`config.mk`:
```
export PLATFORM = sky130hd
export DESIGN_NAME = cfr_core_regs
export DESIGN_NICKNAME = d
export VERILOG_FILES = /design/src/shared/cfr_pkg.sv /design/src/design/cfr_core_regs.sv
export SDC_FILE = /design/constraint.sdc
export NUM_CORES = 1
export LEC_CHECK = 0
export BUFFER_PORTS_ARGS = -buffer_cell sky130_fd_sc_hd__buf_4
export CORE_UTILIZATION = 42
export CTS_BUF_LIST = sky130_fd_sc_hd__clkbuf_8
export DETAILED_ROUTE_END_ITERATION = 10
export HOLD_SLACK_MARGIN = 0.05
export PLACE_DENSITY = 0.75
export SLEW_MARGIN = 20
export SYNTH_ARGS = -nofsm -noshare
export SYNTH_HDL_FRONTEND = slang
export SYNTH_SLANG_ARGS = --single-unit
```
`constraint.sdc`:
```
create_clock -name sys_clk -period 2.75 [get_ports sys_clk]
set_clock_uncertainty 0.2 [all_clocks]
set_input_delay 0.6875 -clock sys_clk [delete_from_list [all_inputs] [get_ports sys_clk]]
set_output_delay 0.6875 -clock sys_clk [all_outputs]
set_load 0.1 [all_outputs]
```
`src/shared/cfr_pkg.sv`:
```
package cfr_pkg;
    // Core register offsets within the low 7 bits of a data address
    localparam logic [6:0] CFR_OFF_IND0 = 7'h00;
    localparam logic [6:0] CFR_OFF_IND1 = 7'h01;
    localparam logic [6:0] CFR_OFF_PCL = 7'h02;
    localparam logic [6:0] CFR_OFF_STATUS = 7'h03;
    localparam logic [6:0] CFR_OFF_PTR0_LO = 7'h04;
    localparam logic [6:0] CFR_OFF_PTR0_HI = 7'h05;
    localparam logic [6:0] CFR_OFF_PTR1_LO = 7'h06;
    localparam logic [6:0] CFR_OFF_PTR1_HI = 7'h07;
    localparam logic [6:0] CFR_OFF_BSEL = 7'h08;
    localparam logic [6:0] CFR_OFF_WORKING_ACCUMULATOR = 7'h09;
    localparam logic [6:0] CFR_OFF_PCUB = 7'h0A;
    localparam logic [6:0] CFR_OFF_INTC = 7'h0B;
    localparam logic [6:0] CFR_OFF_LAST = 7'h0B;
    // Implemented-bit masks
    localparam logic [7:0] CFR_MASK_STATUS = 8'h1F;
    localparam logic [7:0] CFR_MASK_STATUS_WR = 8'h07;
    localparam logic [7:0] CFR_MASK_BSEL = 8'h1F;
    localparam logic [7:0] CFR_MASK_PCUB = 8'h7F;
    // Status field positions
    localparam int CFR_STATUS_TO = 4;
    localparam int CFR_STATUS_PD = 3;
    // Reset values
    localparam logic [7:0] CFR_RST_ZERO = 8'h00;
    localparam logic [7:0] CFR_RST_STATUS = 8'h18;

    // Core access from the CPU data path
    typedef struct packed {
        logic valid;
        logic wr;
        logic [14:0] addr;
        logic [7:0] wdata;
    } cfr_req_t;

    // Indirect access forwarded to data memory
    typedef struct packed {
        logic valid;
        logic wr;
        logic [15:0] addr;
        logic [7:0] wdata;
    } cfr_mem_t;
endpackage

```
`src/design/cfr_core_regs.sv`:
```
// Contract
// - Core group decodes at 0x00-0x0B and 0x80-0x8B in every bank.
// - Indirect port zero forwards accesses to memory at pointer zero.
// - Pointer zero clears on power-on; low byte kept, high zeroed otherwise.
// - Pointer one addresses indirect port one; low byte kept on other resets.
// - Unimplemented bits and locations read zero; writes ignored.
`timescale 1ns/100ps
module cfr_core_regs
    import cfr_pkg::*;
(
    input wire logic sys_clk,
    input wire logic arst_n,
    input wire logic clk_en,
    input wire logic soft_rst,
    input wire cfr_req_t req,
    output logic [7:0] rdata,
    output cfr_mem_t mem_req,
    input wire logic [7:0] mem_rdata,
    input wire logic timeout_evt,
    input wire logic sleep_evt,
    input wire logic [7:0] flag_set,
    output logic [14:0] pc,
    output logic [4:0] bank_select,
    output logic [7:0] working_accumulator,
    output logic [7:0] interrupt_control
);

    // Hit on the core group, independent of bank bits
    function automatic logic core_hit(input logic [14:0] a);
        return a[6:0] <= CFR_OFF_LAST;
    endfunction

    logic [7:0] ptr0_lo_q, ptr0_lo_d, ptr0_hi_q, ptr0_hi_d;
    logic [7:0] ptr1_lo_q, ptr1_lo_d, ptr1_hi_q, ptr1_hi_d;
    logic [7:0] status_q, status_d, bsel_q, bsel_d, working_accumulator_q, working_accumulator_d;
    logic [7:0] pcub_q, pcub_d, intc_q, intc_d;
    logic [14:0] pc_q, pc_d;
    logic [7:0] rdata_q, rdata_d;
    logic hit, wr_hit, rd_hit;

    assign hit = req.valid && core_hit(req.addr);
    assign wr_hit = hit && req.wr;
    assign rd_hit = hit && !req.wr;

    // Indirect ports hold no storage: pass straight to memory
    always_comb begin
        mem_req = '0;
        if (hit && req.addr[6:0] == CFR_OFF_IND0) begin
            mem_req.valid = 1'b1;
            mem_req.wr = req.wr;
            mem_req.addr = {ptr0_hi_q, ptr0_lo_q};
            mem_req.wdata = req.wdata;
        end else if (hit && req.addr[6:0] == CFR_OFF_IND1) begin
            mem_req.valid = 1'b1;
            mem_req.wr = req.wr;
            mem_req.addr = {ptr1_hi_q, ptr1_lo_q};
            mem_req.wdata = req.wdata;
        end
    end

    // Register writes and hardware-owned updates
    always_comb begin
        ptr0_lo_d = ptr0_lo_q;
        ptr0_hi_d = ptr0_hi_q;
        ptr1_lo_d = ptr1_lo_q;
        ptr1_hi_d = ptr1_hi_q;
        status_d = status_q;
        bsel_d = bsel_q;
        working_accumulator_d = working_accumulator_q;
        pcub_d = pcub_q;
        intc_d = intc_q;
        pc_d = pc_q;
        if (wr_hit) begin
            unique case (req.addr[6:0])
                CFR_OFF_PCL: pc_d = {pcub_q[6:0], req.wdata};
                // TO and PD are hardware-owned; software writes Z, DC, C only
                CFR_OFF_STATUS: status_d = (status_q & ~CFR_MASK_STATUS_WR)
                    | (req.wdata & CFR_MASK_STATUS_WR);
                CFR_OFF_PTR0_LO: ptr0_lo_d = req.wdata;
                CFR_OFF_PTR0_HI: ptr0_hi_d = req.wdata;
                CFR_OFF_PTR1_LO: ptr1_lo_d = req.wdata;
                CFR_OFF_PTR1_HI: ptr1_hi_d = req.wdata;
                CFR_OFF_BSEL: bsel_d = req.wdata & CFR_MASK_BSEL;
                CFR_OFF_WORKING_ACCUMULATOR: working_accumulator_d = req.wdata;
                CFR_OFF_PCUB: pcub_d = req.wdata & CFR_MASK_PCUB;
                CFR_OFF_INTC: intc_d = req.wdata;
                default: ; // Indirect ports keep no state
            endcase
        end
        // Flag set beats software clear in the same cycle
        intc_d = intc_d | flag_set;
        if (timeout_evt) begin
            status_d[CFR_STATUS_TO] = 1'b0;
        end
        if (sleep_evt) begin
            status_d[CFR_STATUS_PD] = 1'b0;
        end
    end

    // Read mux, registered so data lands one cycle after the request
    always_comb begin
        rdata_d = rdata_q;
        if (req.valid) begin
            rdata_d = 8'h00;
            if (rd_hit) begin
                unique case (req.addr[6:0])
                    CFR_OFF_IND0, CFR_OFF_IND1: rdata_d = mem_rdata;
                    CFR_OFF_PCL: rdata_d = pc_q[7:0];
                    CFR_OFF_STATUS: rdata_d = status_q & CFR_MASK_STATUS;
                    CFR_OFF_PTR0_LO: rdata_d = ptr0_lo_q;
                    CFR_OFF_PTR0_HI: rdata_d = ptr0_hi_q;
                    CFR_OFF_PTR1_LO: rdata_d = ptr1_lo_q;
                    CFR_OFF_PTR1_HI: rdata_d = ptr1_hi_q;
                    CFR_OFF_BSEL: rdata_d = bsel_q;
                    CFR_OFF_WORKING_ACCUMULATOR: rdata_d = working_accumulator_q;
                    CFR_OFF_PCUB: rdata_d = pcub_q;
                    CFR_OFF_INTC: rdata_d = intc_q;
                    default: rdata_d = 8'h00;
                endcase
            end
        end
    end

    // Power-on reset clears all but status (loads TO and PD set); soft reset keeps the retained bytes
    always_ff @(posedge sys_clk or negedge arst_n) begin
        if (!arst_n) begin
            ptr0_lo_q <= CFR_RST_ZERO;
            ptr0_hi_q <= CFR_RST_ZERO;
            ptr1_lo_q <= CFR_RST_ZERO;
            ptr1_hi_q <= CFR_RST_ZERO;
            status_q <= CFR_RST_STATUS;
            bsel_q <= CFR_RST_ZERO;
            working_accumulator_q <= CFR_RST_ZERO;
            pcub_q <= CFR_RST_ZERO;
            intc_q <= CFR_RST_ZERO;
            pc_q <= '0;
            rdata_q <= CFR_RST_ZERO;
        end else if (clk_en) begin
            if (soft_rst) begin
                // Low pointer bytes, working register and status flags survive
                ptr0_hi_q <= CFR_RST_ZERO;
                ptr1_hi_q <= CFR_RST_ZERO;
                bsel_q <= CFR_RST_ZERO;
                pcub_q <= CFR_RST_ZERO;
                intc_q <= CFR_RST_ZERO;
                pc_q <= '0;
                rdata_q <= CFR_RST_ZERO;
            end else begin
                ptr0_lo_q <= ptr0_lo_d;
                ptr0_hi_q <= ptr0_hi_d;
                ptr1_lo_q <= ptr1_lo_d;
                ptr1_hi_q <= ptr1_hi_d;
                status_q <= status_d;
                bsel_q <= bsel_d;
                working_accumulator_q <= working_accumulator_d;
                pcub_q <= pcub_d;
                intc_q <= intc_d;
                pc_q <= pc_d;
                rdata_q <= rdata_d;
            end
        end
    end

    assign rdata = rdata_q;
    assign pc = pc_q;
    assign bank_select = bsel_q[4:0];
    assign working_accumulator = working_accumulator_q;
    assign interrupt_control = intc_q;

endmodule

```
==> results of run 1 <==
-- power groups by stage --
stage | combinational [mW] | sequential [mW] | clock, mW
global placement | 0.440 | 1.36 | 0
floorplan | 0.156 | 1.47 | 0
detailed placement | 0.444 | 1.36 | 0
CTS | 0.448 | 1.33 | 0.909
global route | 0.478 | 1.34 | 0.957
finish | 0.452 | 1.33 | 0.890
-- layout make-up --
cell class	count	area (um^2)
clock buffer	9	123.9
clock inverter	7	71.32
fill	807	3968
inverter	9	33.78
multi-input combinational	266	2337
sequential	88	2205
tap	136	170.2
timing repair buffer	148	1508
-- worst max-delay path: cells and delay by family --
| family | cells | cell delay, ns |
|---|---|---|
| and+or+nand+nor | 3 | 0.57 |
| buffers and inverters | 4 | 0.53 |
| AOI/OAI and AO/OA | 1 | 0.17 |
-- cell families (layout without fill, tap and decap cells) --
group                  Yosys count  in the layout  share of synthesized area [%]
and+or+nand+nor                 92             92                          11.49
DFF                             88             88                          48.22
buffers and inverters           41            173                          4.543
AOI/OAI and AO/OA              128            128                          22.61
muxes                           46             46                          13.14
-- path summary, 6_finish.rpt --
check,from,endpoint,slack [ns],cells past startpoint
hold reg to reg,rdata[3],rdata[3],0.29,2
min in group sys_clk,timeout_evt,status_q[4],0.26,2
max in group asynchronous,arst_n,ptr1_hi_q[1],1.57,2
setup reg to reg,pcub_q[1],rdata[1],0.99,4
hold / removal,arst_n,pc[9],0.11,1
setup / recovery,req[12],mem_req[20],-0.10,8
-- state kept, by name (all words and copies together) (netlist names) --
name and flops:
pc 15, interrupt_control 8, ptr0_hi_q 8, ptr0_lo_q 8, ptr1_hi_q 8, ptr1_lo_q 8
rdata 8, working_accumulator 8, pcub_q 7, bsel_q 5, status_q 5
-- metrics by stage --
stage                     utilization [%]  instances  setup slack [ns]
after floorplan                         -        395           -0.2744
after global placement              55.78        642           -0.1668
after detailed placement            55.78        642           -0.2029
after CTS                           60.54        659          -0.08215
after global routing                61.91        663           -0.1680
final                               61.91        663           -0.1039
-- layout by cell type, fill, tap and decap left out, types with 3 or more instances in the layout --
cell,synthesis,final
a21o_1,10,10
a21oi_1,6,6
a221oi_1,4,4
a22o_1,61,45
a22o_2,0,5
a22o_4,0,11
a22oi_1,3,3
a22oi_2,7,7
a32oi_1,3,3
and2_4,0,9
and3_1,4,4
buf_12,0,29
buf_4,3,111
buf_6,4,7
clkbuf_8,0,9
clkinvlp_4,0,3
dfrtp_1,86,86
inv_1,9,9
mux2_2,32,32
mux2i_1,6,6
mux4_2,8,8
nand2_1,13,13
nand2b_1,6,6
nand3_1,11,10
nand4_1,4,4
nor2_1,17,14
nor2_4,1,4
nor2b_1,9,9
nor4_1,3,3
o21ai_0,15,15
o21ai_1,4,4
-- per-layer routing --
metal	up-vias	GRT usage (%)
met5	-	0
met4	0	12.50
met3	26	4.966
met2	196	39.01
met1	1973	36.40
li1	1781	-
-- timing repair --
action / CTS / global route
setup buffers: 0 / 4
gates resized for setup: 70 / 28
endpoints found under the setup margin: 25 / 25
pin swaps: 5 / 4
gates cloned: 1 / 1
==> flow_summary.yaml, run 1 <==
pwr:
  p_clk_share_pct: 33.3
  combPwrFrac_pct: 16.9
  p_total_mw: 2.676
  vdd_ir_drop_max_mv: 0.3552
  p_int_mw: 1.874
  power_density_nw_per_um2: 414.9
  power_switching_uw: 801.2
  p_seq_share_pct: 49.8
  switching_share_pct: 29.95
  power_leakage_nw: 3.066
status:
  outcome: "finished with violations"
  violations: "setup timing"
synthesis:
  synth_top_area_share_pct: 47.07
  yosysMostFrequentCell: "dfrtp_1"
  synth_commonest_cells: "dfrtp_1, a22o_1, mux2_2"
  syn_area_um2: 4572
  synth_edf_count: 0
  yosysSeqAreaShare_pct: 48.22
  synth.distinct_cells: 51
  ys_ff_latch: 88
  async_flop_share_pct: 100.0
  synth_area_leaders: "dfrtp_1, a22o_1, mux2_2"
  synthCells: 395
  synth_flop_cell: "dfrtp_1"
  post-synth-top-area-cell: "dfrtp_1"
  syn_nets: 442
  yosys_warnings: 0
  post_synth.cell_area_avg_um2: 11.57
route:
  maxUsedRoutingLayer: "met4"
  ant_nets: 0
  route.met2.wl_um: 6726
  drc_errors: 0
  wirelength_um: 14290
  met3_length_um: 1148
  vias: 3976
  drtIter0Drc: 215
  viasPerCell: 5.997
  first_pass_iters: 7
  wl_per_cell_um: 21.56
  drt-met1-wl_um: 5988
setup_path:
  crit_slowest_cell: "nor3_4"
  critPathLaunchType: "primary input"
  criticalPathCategory: "primary input to output pin"
  cp.required_ns: 1.86
  cp_cell_sequence: "buf_8 > nor3_4 > nand3_4 > nor3_4 > buf_4 > buf_6 > a22o_2 > buf_12"
  slowest_delay_ns: 0.26
  cp_max_fo: 5
  path_common_cell: "nor3_4"
  cp-end-kind: "output pin"
  critical_path_arrival_ns: 1.97
clocking:
  cts.clk_slew.worst_paths_ns: 0.09
  cts_hold_buffers: 0
  cts_num_sinks: 88
  htree_levels: 3
  clk_latency_ns: 0.37
  numCtsBuffers: 9
  root_buffer: "clkbuf_8"
  cts_tree: "yes"
  cts.path.max_buffers: 2
sta:
  setup_violations: 25
  holdWs_ns: 0.1144
  finalHoldViolations: 0
  rsz0062_at_grt: "true"
  slew_viol_final: 0
  fin_crit_sh_pct: 103.8
  worstMarginPinSlew_ns: 0.5991
  period_minus_slack_ns: 2.854
  clock.fmax_ghz: 0.3504
  fin_ws_ns: -0.1039
  relSlewSlack_pct: 60.06
  fin_tns_setup_ns: -1.213
finish:
  finalNetCount: 569
  drive_gt1_share_pct: 47.44
  fin_area_um2: 6449
  antennaDiodeCount: 0
  area_growth_pct: 41.05
global_routing:
  antenna_found_initial: 0
  grt_pass1_vias: 3862
  grt-ovfl-total: 0
  grt_max_degree: 46
  grt_pass1_wl_um: 21990
  grt_usage_pct: 26.11
place:
  numPortBuffers: 108
  globalplace.congestion: 0.9399
  post_dp_cell_area_um2: 5811
  hpwlAfterDp_um: 9999
floorplan:
  rows: 37
  dieArea_um2: 11310
  start_util_pct: 43.89
  core-area_um2: 10420
  die_w_um: 106.3
  io_pins: 117
  fp.dieH_um: 106.3
min_path:
  min_path_type: "primary input to async pin"
run:
  drv_cap: 0
Note: power is estimated with default switching activity, not from simulation.
==> inputs of run 2 (changes only) <==
- PLACE_DENSITY: 0.75 -> 0.73
- clock period: 2.75 -> 3.64 ns (I/O delays scaled with it)
==> flow_summary.yaml, run 2 (same netlist as run 1, synthesis figures left out) <==
status:
  outcome: "completed"
global_routing:
  antenna_found_initial: 0
  grt_pass1_vias: 3863
  grt_usage_pct: 25.53
  grt-ovfl-total: 0
  grt_pass1_wl_um: 21760
  grt_max_degree: 89
sta:
  clock.fmax_ghz: 0.2900
  rsz0062_at_grt: "false"
  worstMarginPinSlew_ns: 0.8520
  slew_viol_final: 0
  relSlewSlack_pct: 42.82
  setup_violations: 0
  finalHoldViolations: 0
  fin_crit_sh_pct: 94.72
  period_minus_slack_ns: 3.448
  fin_tns_setup_ns: 0
pwr:
  vdd_ir_drop_max_mv: 0.2330
  power_density_nw_per_um2: 361.6
  power_leakage_nw: 2.776
finish:
  largest_reg_flops: 15
  nFillCells: 927
  finalNetCount: 541
  fin_util_pct: 55.24
  drive_gt1_share_pct: 44.29
  layout_commonest_cell: "buf_4"
  area_growth_pct: 25.86
  antennaDiodeCount: 0
  final_cell_mix: "buf_4, dfrtp_1, a22o_1, mux2_2, a22o_2"
setup_path:
  cp.required_ns: 2.53
  criticalPathCategory: "primary input to output pin"
  cp-end-kind: "output pin"
  crit_end: "mem_req[20]"
  reg2reg_from: "pcub_q[1]"
  critical_path_arrival_ns: 2.34
  cp_max_fo: 12
  reg2reg_depth: 4
  r2r_end: "rdata[1]"
  rrSetupSlack_ns: 1.85
  critPathLaunchType: "primary input"
  crit_start: "req[13]"
min_path:
  min_path_type: "flip-flop to flip-flop"
  min_from: "rdata[1]"
route:
  first_pass_iters: 5
  wl_per_cell_um: 22.05
  viasPerCell: 6.142
  ant_nets: 0
  drc_errors: 0
  wirelength_um: 14000
  drtIter0Drc: 204
  vias: 3900
floorplan:
  rows: 37
  io_pins: 117
  core-area_um2: 10420
  die_w_um: 106.3
  start_util_pct: 43.89
  fp.dieH_um: 106.3
  dieArea_um2: 11310
clocking:
  root_buffer: "clkbuf_8"
  htree_levels: 3
  clk_latency_ns: 0.36
  cts.clk_slew.worst_paths_ns: 0.08
  cts_tree: "yes"
  cts.path.max_buffers: 2
  numCtsBuffers: 9
  cts_num_sinks: 88
place:
  hpwlAfterDp_um: 9741
  globalplace.congestion: 0.9138
  numPortBuffers: 108
run:
  drv_cap: 0
-- run 2: changes by cell type in the layout (fill, tap and decap cells not counted), moves of 2 or more --
cell	previous run	this run
a22o_2	5	16
a22o_4	11	0
buf_12	29	0
buf_4	111	119
buf_6	7	1
clkinvlp_4	3	1
nor2_4	4	2
nor3_2	1	3
nor3_4	2	0
-- run 2: where the power goes --
| part | switching [mW] | total (mW) | internal (mW) |
|---|---|---|---|
| combinational | 0.230 | 0.322 | 0.0918 |
| sequential | 0.0157 | 1.01 | 0.992 |
| clock | 0.364 | 0.751 | 0.388 |
-- run 2: layout make-up --
class | count | area (um^2) | share of cell area, %
Multi-Input combinational cell | 266 | 2222 | 38.62
Sequential cell | 88 | 2205 | 38.31
Timing Repair Buffer | 120 | 904.6 | 15.72
Tap cell | 136 | 170.2 | 2.957
Clock buffer | 9 | 123.9 | 2.153
Clock inverter | 7 | 95.09 | 1.653
Inverter | 9 | 33.78 | 0.5871
-- run 2: how the worst min path moves through the flow --
stage | end | cells after the start | slack [ns]
floorplan | status_q[3] | 1 | 0.26
global placement | rdata[5] | 2 | 0.26
detailed placement | rdata[3] | 2 | 0.28
CTS | status_q[4] | 1 | 0.30
global route | status_q[4] | 1 | 0.31
finish | rdata[1] | 2 | 0.29
-- run 2: per-stage QoR --
step,hold slack (ns),total power [mW],setup slack [ns],instances,area (um^2)
2_1_floorplan,0.2621,1.223,0.01298,395,4624
3_3_place_gp,0.2649,1.340,0.1193,619,5522
6_report,0.2943,2.081,0.1923,635,5754
5_1_grt,0.3055,2.144,0.1191,635,5754
4_1_cts,0.2962,2.085,0.08851,635,5741
3_5_place_dp,0.2777,1.345,0.08772,619,5522
-- run 2: worst max-delay path, cell delays in order --
cell and delay [ns]:
buf_4 0.13, nor3_2 0.25, nand3_2 0.18, nor3_2 0.17, buf_4 0.23, a22o_2 0.19, buf_4 0.29
-- run 2: repair_timing --
action | 4_1_cts | 5_1_grt
setup endpoints to repair | 0 | 12
hold buffers | 0 | 0
setup buffers | 0 | 0
gates resized for setup | 0 | 2
-- run 2: metal layers --
metal	GRT usage [%]	vias up	wire (um)
met5	0	-	0
met4	10.52	0	441
met3	4.782	32	1117
met2	37.80	212	6404
met1	36.64	1955	6039
li1	-	1701	-
==> inputs of run 3 (changes only) <==
- MAX_ROUTING_LAYER: unset -> met4
- RECOVER_POWER: unset -> 50
- SLEW_MARGIN: 20 -> unset
==> flow_summary.yaml, run 3 (same netlist as run 1, synthesis figures left out) <==
status:
  outcome: "finished with violations"
  violations: "capacitance limit, slew limit"
pwr:
  combPwrFrac_pct: 15.1
  switching_share_pct: 29.40
  p_total_mw: 2.073
  p_int_mw: 1.464
  p_clk_share_pct: 36.2
  vdd_ir_drop_max_mv: 0.2325
  power_density_nw_per_um2: 368.9
  p_seq_share_pct: 48.6
  power_switching_uw: 609.5
  power_leakage_nw: 2.632
clocking:
  root_buffer: "clkbuf_8"
  clk_latency_ns: 0.36
  cts.path.max_buffers: 2
  htree_levels: 3
  cts.clk_slew.worst_paths_ns: 0.09
  numCtsBuffers: 9
  cts_hold_buffers: 0
  cts_tree: "yes"
  cts_num_sinks: 88
floorplan:
  io_pins: 117
  dieArea_um2: 11310
  rows: 37
  fp.dieH_um: 106.3
  die_w_um: 106.3
  core-area_um2: 10420
  start_util_pct: 43.89
setup_path:
  reg2reg_depth: 4
  rrSetupSlack_ns: 1.84
  critical_path_arrival_ns: 2.34
  crit_end: "mem_req[12]"
  path_buf_inv: 3
  cp.required_ns: 2.53
  cp_top_family: "buffers and inverters"
  critPathLaunchType: "primary input"
  cp.depth: 7
  r2r_end: "rdata[1]"
  slowest_delay_ns: 0.29
  cp-end-kind: "output pin"
  crit_slowest_cell: "buf_4"
  reg2reg_from: "pcub_q[1]"
  cp_max_fo: 12
  cp_cell_sequence: "buf_4 > nor3_2 > nand3_2 > nor3_2 > buf_4 > a22o_2 > buf_4"
  criticalPathCategory: "primary input to output pin"
  path_common_cell: "buf_4"
  crit_start: "req[13]"
route:
  viasPerCell: 6.142
  wirelength_um: 14050
  ant_nets: 0
  drtIter0Drc: 268
  drc_errors: 0
  first_pass_iters: 5
  vias: 3900
  wl_per_cell_um: 22.13
sta:
  relSlewSlack_pct: -44.11
  holdWs_ns: 0.2933
  period_minus_slack_ns: 3.450
  slew_viol_final: 89
  rsz0062_at_grt: "false"
  fin_tns_setup_ns: 0
  worstMarginPinSlew_ns: 2.162
  fin_crit_sh_pct: 94.78
  fin_ws_ns: 0.1898
  clock.fmax_ghz: 0.2898
  finalHoldViolations: 0
  setup_violations: 0
global_routing:
  grt_pass1_wl_um: 21760
  grt_usage_pct: 26.25
  grt-ovfl-total: 0
  grt_pass1_vias: 3844
  antenna_found_initial: 0
  grt_max_degree: 89
finish:
  final_cells: 635
  largest_reg_flops: 15
  final_cell_mix: "dfrtp_1, buf_4, a22o_1, clkbuf_1, mux2_2"
  area_growth_pct: 22.93
  finalNetCount: 541
  layout_commonest_cell: "dfrtp_1"
  drive_gt1_share_pct: 37.47
  antennaDiodeCount: 0
run:
  drv_cap: 1
place:
  hpwlAfterDp_um: 9741
  place_inst: 619
  dp_slack_ns: 0.08772
  numPortBuffers: 108
  globalplace.congestion: 0.9297
min_path:
  min_path_type: "flip-flop to flip-flop"
[run 3: metal layers]
layer,track usage [%],part of all wire (%),up-vias
met1,36.76,44,1976
met3,4.414,7.1,26
met4,9.524,2.4,0
met2,38.36,46,194
met5,-,0,-
li1,-,-,1704
[run 3: worst min-delay path, cell delays in order (launching register included)]
cell	delay (ns)
dfrtp_1	0.35
nand2_1	0.05
o21ai_0	0.06
[run 3: timing repair]
item	in CTS	in global routing
setup endpoints to repair	0	12
gates resized for setup	0	2
buffers inserted	0	0
[run 3: area by class of cell]
type	instances	area (um^2)
Clock buffer	9	123.9
Sequential cell	88	2205
Multi-Input combinational cell	266	2222
Timing Repair Buffer	120	770.7
Fill cell	968	4796
Clock inverter	7	95.09
Tap cell	136	170.2
Inverter	9	33.78
[run 3: worst min path at each step]
| stage | end | startpoint | cells past startpoint |
|---|---|---|---|
| floorplan | status_q[3] | status_q[3] | 1 |
| global placement | rdata[5] | rdata[5] | 2 |
| detailed placement | rdata[3] | rdata[3] | 2 |
| CTS | status_q[4] | status_q[4] | 1 |
| global route | status_q[4] | status_q[4] | 1 |
| finish | rdata[6] | rdata[6] | 2 |
[run 3: power by group through the flow]
stage          sequential [mW]  clock (mW)  combinational, mW
2_1_floorplan             1.11           0              0.113
3_3_place_gp              1.03           0              0.314
3_5_place_dp              1.03           0              0.318
4_1_cts                   1.01       0.758              0.319
5_1_grt                   1.01       0.794              0.331
6_report                  1.01       0.752              0.314
[run 3: stage by stage]
| stage | utilization (%) | instance area (um^2) |
|---|---|---|
| finish | 53.96 | 5620 |
| CTS | 55.11 | 5741 |
| detailed placement | 53.01 | 5522 |
| floorplan | - | 4624 |
| global placement | 53.01 | 5522 |
| global route | 53.96 | 5620 |
